### src/core/stm_pkg.sv
package stm_pkg;
  localparam int DAT_W    = 8;
  localparam int CNT_W    = 10;
  localparam int PRD_W    = 3;
  localparam int PRD_LSB  = 7;
  localparam int HI_W     = CNT_W - DAT_W;
  localparam int PAD_W    = DAT_W - HI_W;
  localparam int EV_W     = 2;
  localparam int ADR_W    = 4;
  // register byte offsets
  localparam logic [ADR_W-1:0] ADR_CTL0  = 4'h0;
  localparam logic [ADR_W-1:0] ADR_CTL1  = 4'h1;
  localparam logic [ADR_W-1:0] ADR_CNT_L = 4'h2;
  localparam logic [ADR_W-1:0] ADR_CNT_H = 4'h3;
  localparam logic [ADR_W-1:0] ADR_CCA_L = 4'h4;
  localparam logic [ADR_W-1:0] ADR_CCA_H = 4'h5;
  localparam logic [ADR_W-1:0] ADR_STS   = 4'h6;
  localparam logic [ADR_W-1:0] ADR_MSK   = 4'h7;
  localparam logic [PAD_W-1:0]   HI_PAD    = 6'h00;
  localparam logic [PRD_W-1:0]   PRD_ONE   = 3'h1;
  localparam logic [PRD_LSB-1:0] LOW_ALL   = 7'h7F;
  localparam logic [CNT_W-1:0]   CNT_ZERO  = 10'h000;
  localparam logic [CNT_W-1:0]   CNT_ONE   = 10'h001;
  localparam logic [DAT_W-1:0]   DAT_ZERO  = 8'h00;
  localparam int EV_A = 0;
  localparam int EV_P = 1;
  typedef enum logic [1:0] {
    MODE_CMP = 2'b00,
    MODE_CAP = 2'b01,
    MODE_PWM = 2'b10,
    MODE_TMR = 2'b11
  } stm_mode_t;
  // compare-mode actions; pwm mode reuses codes as inactive/active/pwm/single
  localparam logic [1:0] IO_NONE = 2'b00;
  localparam logic [1:0] IO_LOW  = 2'b01;
  localparam logic [1:0] IO_HIGH = 2'b10;
  localparam logic [1:0] IO_TOGL = 2'b11;
  localparam logic [1:0] IO_INACT  = 2'b00;
  localparam logic [1:0] IO_ACT    = 2'b01;
  localparam logic [1:0] IO_PWM    = 2'b10;
  localparam logic [1:0] IO_SINGLE = 2'b11;
  typedef struct packed {
    logic [DAT_W-PRD_W-2:0] pad;
    logic                   run;
    logic [PRD_W-1:0]       prd;
  } stm_ctl0_t;
  typedef struct packed {
    logic [1:0] mode;
    logic [1:0] io;
    logic       oc;
    logic       pol;
    logic       dpx;
    logic       cclr;
  } stm_ctl1_t;
  typedef struct packed {
    logic             wr;
    logic             rd;
    logic [ADR_W-1:0] addr;
    logic [DAT_W-1:0] wdata;
  } stm_bus_req_t;
  typedef struct packed {
    stm_ctl0_t        c0;
    stm_ctl1_t        c1;
    logic [CNT_W-1:0] compare_a_value;
    logic [CNT_W-1:0] cnt;
    logic             run_prev;
    logic             out;
    logic             sp_act;
    logic             pin;
    logic [EV_W-1:0]  sts;
    logic [EV_W-1:0]  msk;
    logic [DAT_W-1:0] rdata;
    logic             irq;
  } stm_core_t;
  typedef struct packed {
    logic s1;
    logic s2;
    logic s3;
    logic lvl;
    logic tick;
  } stm_sync_t;
endpackage

### src/core/stm_output_ctrl.sv
`timescale 1ns/1ps
`default_nettype none
module stm_output_ctrl import stm_pkg::*; (
  input  wire logic         clk,             // core clock, 125 MHz
  input  wire logic         rst_n,           // async reset, active low
  input  wire stm_bus_req_t bus_req,         // register strobes, address, data
  output logic [DAT_W-1:0]  rdata,           // read data, cycle after read
  input  wire logic         tmr_clk_pin,     // external timer clock pin
  output logic              timer_out_pin_a, // timer output pin a
  output logic              timer_out_pin_b, // timer output pin b
  output logic              irq              // level interrupt
);
  stm_core_t       st_ff;
  stm_core_t       nxt_st;
  logic            tick;
  logic            run_rise;
  logic            a_hit;
  logic            p_hit;
  logic            clr_hit;
  logic            duty_act;
  logic            drive;
  logic [EV_W-1:0] ev;
  stm_mode_t       mode;

  // timer clock edges from the pin
  stm_pin_sync u_sync (
    .clk    (clk),
    .rst_n  (rst_n),
    .pin_in (tmr_clk_pin),
    .tick   (tick)
  );

  // comparator events and run edge
  assign mode     = stm_mode_t'(st_ff.c1.mode);
  assign run_rise = st_ff.c0.run & ~st_ff.run_prev;
  assign a_hit    = tick & st_ff.c0.run & (st_ff.cnt == st_ff.compare_a_value);
  // period match at the last count of the slot; zero wraps to overflow
  assign p_hit    = tick & st_ff.c0.run
                  & (st_ff.cnt[CNT_W-1:PRD_LSB] == st_ff.c0.prd - PRD_ONE)
                  & (st_ff.cnt[PRD_LSB-1:0] == LOW_ALL);
  assign ev       = {p_hit, a_hit};

  // pick the clearing comparator for the active mode
  always_comb begin
    case (mode)
      MODE_PWM: clr_hit = st_ff.c1.dpx ? a_hit : p_hit;
      MODE_CAP: clr_hit = p_hit;
      default:  clr_hit = st_ff.c1.cclr ? a_hit : p_hit;
    endcase
  end

  // duty window; swap makes the period comparator hold the duty
  assign duty_act = st_ff.c1.dpx ? (st_ff.cnt[CNT_W-1:PRD_LSB] < st_ff.c0.prd)
                                 : (st_ff.cnt < st_ff.compare_a_value);

  // pin driven only in compare and pwm modes
  assign drive = (mode == MODE_CMP) || (mode == MODE_PWM);

  // next state: bus, counter, output level, status
  always_comb begin
    nxt_st          = st_ff;
    nxt_st.run_prev = st_ff.c0.run;
    nxt_st.rdata    = DAT_ZERO;
    // counter: run edge zeroes, stopped run holds
    if (run_rise) begin
      nxt_st.cnt = CNT_ZERO;
    end else if (tick && st_ff.c0.run) begin
      nxt_st.cnt = clr_hit ? CNT_ZERO : st_ff.cnt + CNT_ONE;
    end
    // logical output level before polarity
    case (mode)
      MODE_CMP: begin
        if (run_rise) begin
          nxt_st.out = st_ff.c1.oc;
        end else if (a_hit) begin
          case (st_ff.c1.io)
            IO_LOW:  nxt_st.out = 1'b0;
            IO_HIGH: nxt_st.out = 1'b1;
            IO_TOGL: nxt_st.out = ~st_ff.out;
            default: nxt_st.out = st_ff.out;
          endcase
        end
      end
      MODE_PWM: begin
        // single pulse: active from run edge to the compare A match
        if (run_rise) begin
          nxt_st.sp_act = 1'b1;
        end else if (!st_ff.c0.run || a_hit) begin
          nxt_st.sp_act = 1'b0;
        end
        case (st_ff.c1.io)
          IO_INACT:  nxt_st.out = ~st_ff.c1.oc;
          IO_ACT:    nxt_st.out = st_ff.c1.oc;
          IO_PWM:    nxt_st.out = duty_act ? st_ff.c1.oc : ~st_ff.c1.oc;
          IO_SINGLE: nxt_st.out = st_ff.sp_act ? st_ff.c1.oc : ~st_ff.c1.oc;
          default:   nxt_st.out = st_ff.out;
        endcase
      end
      default: begin
        nxt_st.out = 1'b0;
      end
    endcase
    // sticky events, set wins over write-one-clear
    nxt_st.sts = st_ff.sts | ev;
    if (bus_req.wr) begin
      case (bus_req.addr)
        ADR_CTL0: begin
          nxt_st.c0     = bus_req.wdata;
          nxt_st.c0.pad = '0;
        end
        ADR_CTL1:  nxt_st.c1 = bus_req.wdata;
        ADR_CCA_L: nxt_st.compare_a_value[DAT_W-1:0] = bus_req.wdata;
        ADR_CCA_H: nxt_st.compare_a_value[CNT_W-1:DAT_W] = bus_req.wdata[HI_W-1:0];
        ADR_STS:   nxt_st.sts = (st_ff.sts & ~bus_req.wdata[EV_W-1:0]) | ev;
        ADR_MSK:   nxt_st.msk = bus_req.wdata[EV_W-1:0];
        default:   nxt_st.msk = st_ff.msk;
      endcase
    end
    // read mux; unmapped and reserved bits read zero
    if (bus_req.rd) begin
      case (bus_req.addr)
        ADR_CTL0:  nxt_st.rdata = st_ff.c0;
        ADR_CTL1:  nxt_st.rdata = st_ff.c1;
        ADR_CNT_L: nxt_st.rdata = st_ff.cnt[DAT_W-1:0];
        ADR_CNT_H: nxt_st.rdata = {HI_PAD, st_ff.cnt[CNT_W-1:DAT_W]};
        ADR_CCA_L: nxt_st.rdata = st_ff.compare_a_value[DAT_W-1:0];
        ADR_CCA_H: nxt_st.rdata = {HI_PAD, st_ff.compare_a_value[CNT_W-1:DAT_W]};
        ADR_STS:   nxt_st.rdata = {{(DAT_W-EV_W){1'b0}}, st_ff.sts};
        ADR_MSK:   nxt_st.rdata = {{(DAT_W-EV_W){1'b0}}, st_ff.msk};
        default:   nxt_st.rdata = DAT_ZERO;
      endcase
    end
    // pin follows next level, invert and mode
    nxt_st.pin = drive && (nxt_st.c1.mode == MODE_CMP || nxt_st.c1.mode == MODE_PWM)
               ? nxt_st.out ^ nxt_st.c1.pol : 1'b0;
    if (!(nxt_st.c1.mode == MODE_CMP || nxt_st.c1.mode == MODE_PWM)) begin
      nxt_st.pin = 1'b0;
    end else begin
      nxt_st.pin = nxt_st.out ^ nxt_st.c1.pol;
    end
    nxt_st.irq = |(nxt_st.sts & nxt_st.msk);
  end

  // state register
  always_ff @(posedge clk or negedge rst_n) begin
    if (!rst_n) begin
      st_ff <= '0;
    end else begin
      st_ff <= nxt_st;
    end
  end

  assign rdata           = st_ff.rdata;
  assign timer_out_pin_a = st_ff.pin;
  assign timer_out_pin_b = st_ff.pin;
  assign irq             = st_ff.irq;

  logic cmp_now;
  assign cmp_now = (mode == MODE_CMP) && !run_rise;
endmodule
`default_nettype wire

### src/core/stm_pin_sync.sv
`timescale 1ns/1ps
`default_nettype none
module stm_pin_sync import stm_pkg::*; (
  input  wire logic clk,      // core clock
  input  wire logic rst_n,    // async reset, active low
  input  wire logic pin_in,   // asynchronous timer clock pin
  output logic      tick      // one-cycle pulse per filtered rising edge
);
  stm_sync_t st_ff;
  stm_sync_t nxt_st;

  // three-stage chain; level accepted once stages two and three agree
  always_comb begin
    nxt_st      = st_ff;
    nxt_st.s1   = pin_in;
    nxt_st.s2   = st_ff.s1;
    nxt_st.s3   = st_ff.s2;
    nxt_st.tick = 1'b0;
    if (st_ff.s2 == st_ff.s3) begin
      nxt_st.lvl  = st_ff.s3;
      nxt_st.tick = st_ff.s3 & ~st_ff.lvl;
    end
  end

  // state register
  always_ff @(posedge clk or negedge rst_n) begin
    if (!rst_n) begin
      st_ff <= '0;
    end else begin
      st_ff <= nxt_st;
    end
  end

  assign tick = st_ff.tick;
endmodule
`default_nettype wire

### config.mk
export PLATFORM = sky130hd
export DESIGN_NAME = stm_output_ctrl
export DESIGN_NICKNAME = d
export VERILOG_FILES = /design/src/core/stm_pkg.sv /design/src/core/stm_output_ctrl.sv /design/src/core/stm_pin_sync.sv
export SDC_FILE = /design/constraint.sdc
export NUM_CORES = 1
export LEC_CHECK = 0
export BUFFER_PORTS_ARGS = -buffer_cell sky130_fd_sc_hd__buf_2
export CAP_MARGIN = 20
export CORE_MARGIN = 8
export CORE_UTILIZATION = 64
export DETAILED_ROUTE_END_ITERATION = 12
export MAX_ROUTING_LAYER = met4
export PLACE_DENSITY = 0.88
export SLEW_MARGIN = 20
export SYNTH_ARGS = -nofsm -noshare
export SYNTH_HDL_FRONTEND = slang
export SYNTH_HIERARCHICAL = 1
export SYNTH_SLANG_ARGS = --single-unit
### constraint.sdc
create_clock -name clk -period 6.4 [get_ports clk]
set_clock_uncertainty 0.15 [all_clocks]
set_input_delay 0.64 -clock clk [delete_from_list [all_inputs] [get_ports clk]]
set_output_delay 0.64 -clock clk [all_outputs]
set_load 0.005 [all_outputs]
# ---- Yosys cells after proc, flatten, opt, wreduce, memory -nomap -nowiden
# Cells that the tools add are included.
dict set report classes {
  addsub 2
  order_cmp 2
  n_eq_ne 17
  n_mux 27
  bitwise_logic 16
  reduce_logical 16
}
# op count
set ops {}
lappend ops {{one-hot mux 8 bit (8 select lines)} 1}
lappend ops {{2-to-1 mux 10 bit} 3}
lappend ops {{2-to-1 mux 8 bit} 3}
lappend ops {{2-to-1 mux 18 bit} 1}
lappend ops {{== test 4 x 3 -> 1 bit, second input constant} 4}
lappend ops {{2-to-1 mux 1 bit} 11}
lappend ops {{adder 10 x 1 -> 10 bit, second input constant} 1}
lappend ops {{== test 10 bit} 1}
lappend ops {{less-than comparator 10 bit} 1}
lappend ops {{AND reduction 2 bit} 5}
lappend ops {{== test 2 bit, second input constant} 4}
lappend ops {{== test 4 x 2 -> 1 bit, second input constant} 2}
lappend ops {{== test 7 bit, second input constant} 1}
lappend ops {{bitwise AND 1 bit} 6}
lappend ops {{logical NOT 2 bit} 3}
lappend ops {{2-to-1 mux 2 bit} 3}
lappend ops {{bitwise AND 2 bit} 2}
lappend ops {{== test 2 x 1 -> 1 bit, second input constant} 2}
lappend ops {{== test 4 x 1 -> 1 bit, second input constant} 1}
lappend ops {{logical NOT 4 bit} 1}
lappend ops {{2-to-1 mux 4 bit} 1}
lappend ops {{NOT 1 bit} 4}
lappend ops {{bitwise OR 2 bit} 2}
lappend ops {{one-hot mux 1 bit (2 select lines)} 2}
lappend ops {{other kinds (13)} 15}
dict set report word_totals {
  reg_bits 54
  output_inout_bits 11
}

# ---- Longest topological paths before layout
dict set report logic_depth {
  depth_word 9
  ltp_mapped 9
  mapped_depth_nobuf 8
}

# ---- Hierarchy
# The synthesis kept the hierarchy.
# module instances cells_per_inst area_each_um2 seq_area_each_um2
set by_module_without_submodules {}
lappend by_module_without_submodules {stm_output_ctrl 1 309 3047.9 1226.2}
lappend by_module_without_submodules {stm_pin_sync 1 7 146.4 125.1}

# ---- Worst setup path before layout
# No wires, ideal clock.
dict set report synth_path {
  path_type {register -> register}
  start {register st_ff[25] in the netlist's numbering}
  end {register st_ff, in the netlist timer_out_pin_a}
  setup_ps 75
  arrival_time_ps 2179
  required_time_ps 6175
  setup_slack_ps 3996
  stages_incl_launch_ff 8
  n_path_buf 0
  cell_sequence {dfrtp_1 ha_1 and3b_1 or3b_1 a41o_1 nor4b_4 mux2_4 o2bb2ai_2}
}
# item line_no
set synth_lines {}
lappend synth_lines {{start, declared} stm_output_ctrl.sv:13} ;# stm_core_t st_ff;
lappend synth_lines {{start signal, assigned} stm_output_ctrl.sv:149} ;# st_ff <= nxt_st;

==> flow_summary.yaml <==
outcome:
  status: "complete, no violations"
power_and_ir_drop:
  seqPwrFrac_pct: 45.7
  vdd_drop_max_mv: 0.128
  power-per-cell-area_mw_per_mm2: 290
  p_switching_uw: 310
  p_clk_share_pct: 27.7
  combPwrFrac_pct: 26.6
  swShare_pct: 30.9
  cellLeakagePower_uw: 0.00167
  power.internal_uw: 693
die:
  rows: 25
  die_h_um: 86.6
  initial_core_util_pct: 67.2
  num_io_pins: 28
  die_w_um: 86.6
  die_area_mm2: 0.00751
  core_area_mm2: 0.00475
placed_design:
  gp_congestion: 0.911
  placedCellCount: 394
  port_buffers: 27
  dpl.hpwl_mm: 5.42
  placed_area_mm2: 0.00332
run:
  drv_cap: 0
timing:
  fin_crit_ns: 2.56
  slew_violations: 0
  setup_viol: 0
  final.setup.tns_ns: 0
  max_freq_mhz: 390
  relSlewSlack_pct: 56.7
  period_share_pct: 40.1
  rsz0062_at_grt: "false"
  whs_ns: 0.216
  hold_viol: 0
  tightest_slew_ns: 0.650
synthesis:
  synth_xor_area_share_pct: 1.37
  synthTopCellsByArea: "dfrtp_1, ha_1, mux2_2, nand2_1, nor2_1"
  synth_compound_area_share_pct: 15.0
  synth_seq_area_share_pct: 42.3
  syn_inst: 316
  synthAdderAreaFrac_pct: 7.40
  ys_seq_elements: 54
  avgSynthCellArea_um2: 10.1
  synthDistinctLibCells: 56
  synth-edff-count: 0
  syn_area_mm2: 0.00319
  async_reset_ff_share_pct: 100
  ys.flop_type: "dfrtp_1"
  synth_nets: 351
  yosysWarnings: 6
  yosysTopAreaCell: "dfrtp_1"
  netlist.area_leader.share_pct: 42.3
  synthMuxAreaShare_pct: 9.64
  yosys.area_share.simple_pct: 18.6
  synth_top_family_by_area: "simple AND/OR/NAND/NOR gates"
cells_and_area:
  fin_nets: 369
  antenna-diode-count: 0
  final_cell_mix: "dfrtp_1, buf_2, nand2_1, nor2_1, inv_1"
  final_layout_size_suffix_gt1_share_pct: 20.9
  final-seq-area_mm2: 0.00135
  syn2layout_area_growth_pct: 8.26
  layout.cells.non_filler: 402
  mostFrequentLayoutCell: "dfrtp_1"
  final_util_pct: 72.7
  fill_cells: 337
  final_area_mm2: 0.00346
  multi_input_area_mm2: 0.00166
detailed_routing:
  antenna_left: 0
  routed_wirelength_mm: 7.21
  dr.pass1.iters: 6
  num_vias: 2513
  drcViolationCount: 0
  wl_per_cell_um: 17.9
  via_per_inst: 6.25
  drtIter0Drc: 227
clock_tree:
  cts_resized: 0
  post_cts_buffers: 0
  cts_tree: "built"
  cts.sinks: 54
  cts-root-buf: "clkbuf_8"
  worst_setup_hold_path_clk_slew_ns: 0.10
  hold_buffers: 0
  htree_levels: 2
  tritoncts.num_buffers: 5
  clk_latency_ns: 0.31
  cts_buffer_depth: 2
setup_path:
  slowest_stage: "dfrtp_1"
  crit_family: "simple AND/OR/NAND/NOR gates"
  cp_slowest_stage_delay_ns: 0.48
  critPathArrivalTime_ns: 2.65
  crit_end: "timer_out_pin_a$_DFF_PN0_"
  regToRegEndpoint: "timer_out_pin_a$_DFF_PN0_"
  critPathLaunchType: "flip-flop"
  crit_fanout: 7
  crit_type: "reg2reg"
  crit_start: "st_ff[26]$_DFFE_PN0P_"
  crit_chain: "ha_1 -> and3b_1 -> or3b_1 -> a41o_1 -> nor4b_4 -> mux2_4 -> o2bb2ai_2"
  critPathCaptureType: "flip-flop"
  cp_num_buf_inv: 0
  cp.depth: 7
  reg2regPathDepth: 7
  rrSetupSlack_ns: 3.84
  timing.rr.start: "st_ff[26]$_DFFE_PN0P_"
  cp.required_ns: 6.49
global_routing:
  grt_pass1_vias: 2490
  grt_max_degree: 55
  antenna_found_initial: 0
  grt-ovfl-total: 0
  grt_pass1_wl_mm: 11.7
  grt.total_usage_pct: 20.4
min_path:
  hold_class: "reg2reg"
==> sequential cells by signal, summed over array words and instances, names as in the netlist, named ones only <==
register and flops:
irq 1, mode 1, nxt_st 1, rdata 8, st_ff 36, timer_out_pin_a 1
u_sync/nxt_st 2, u_sync/st_ff 2, u_sync/tick 1
==> power groups by stage <==
stage | Clock [µW] | Combinational [µW] | Sequential (µW)
after floorplan | 0 | 212 | 437
after global placement | 0 | 252 | 461
after detailed placement | 0 | 263 | 463
after CTS | 280 | 265 | 456
after global routing | 292 | 294 | 466
final | 278 | 266 | 459
==> layer usage <==
metal  share of wire (%)  vias to the layer above  track usage [%]
met5                   0                        -                -
met4                 4.4                        0             10.2
met3                 7.0                       34             4.54
met2                  47                      109             31.7
met1                  42                     1209             24.4
li1                    -                     1161                -
==> area by class of cell <==
type                            count  area share (%)
Clock buffer                        6            2.39
Clock inverter                      2            1.74
Inverter                           21            2.28
Multi-Input combinational cell    224            48.0
Sequential cell                    54            39.1
Tap cell                           67            2.42
Timing Repair Buffer               28            4.12
==> metrics by stage <==
step,total power (µW),setup slack (ns)
CTS,1000,3.84
detailed placement,725,3.87
global placement,713,3.90
floorplan,649,4.00
global route,1050,3.74
finish,1000,3.84
==> cells by family (layout without fill, tap and decap cells) <==
| family | count (synthesis) | after routing |
|---|---|---|
| and+or+nand+nor | 104 | 104 |
| AOI/OAI and AO/OA | 70 | 70 |
| DFF | 54 | 54 |
| buffers and inverters | 38 | 57 |
| muxes | 26 | 26 |
| adders and majority gates | 19 | 19 |
| xor gates and xnor gates | 5 | 5 |
==> worst reg2reg max path: cells and delay by family, from the launching register on <==
| kind | cells | cell delay, ns |
|---|---|---|
| AND/OR/NAND/NOR | 3 | 0.81 |
| multiplexers | 1 | 0.33 |
| adder cells (fa/ha/maj) | 1 | 0.34 |
| flip-flops | 1 | 0.48 |
| AO/OA/AOI/OAI | 2 | 0.38 |
==> cells in the mapped netlist (3+ instances only) <==
cell type,n
dfrtp_1,54
nand2_1,24
nor2_1,24
inv_1,21
mux2_2,20
ha_1,18
a21oi_1,16
o21ai_0,15
buf_4,11
nand3_1,10
nor2b_1,10
nand2b_1,8
a22o_1,7
a22oi_1,7
a31oi_1,6
and3_1,5
clkbuf_1,4
a21o_1,3
mux2i_1,3
nand3b_1,3
xnor2_1,3
==> worst min path at each step <==
stage / start / to / slack [ns] / depth (start not counted)
2_1_floorplan: u_sync/nxt_st[3]$_DFF_PN0_ / u_sync/nxt_st[2]$_DFF_PN0_ / 0.18 / 0
3_3_place_gp: u_sync/nxt_st[3]$_DFF_PN0_ / u_sync/nxt_st[2]$_DFF_PN0_ / 0.18 / 0
3_5_place_dp: u_sync/nxt_st[3]$_DFF_PN0_ / u_sync/nxt_st[2]$_DFF_PN0_ / 0.20 / 0
4_1_cts: u_sync/nxt_st[3]$_DFF_PN0_ / u_sync/nxt_st[2]$_DFF_PN0_ / 0.22 / 0
5_1_grt: u_sync/nxt_st[3]$_DFF_PN0_ / u_sync/nxt_st[2]$_DFF_PN0_ / 0.23 / 0
6_report: u_sync/nxt_st[3]$_DFF_PN0_ / u_sync/nxt_st[2]$_DFF_PN0_ / 0.22 / 0
No activity file was read; power rests on OpenSTA's default activity.
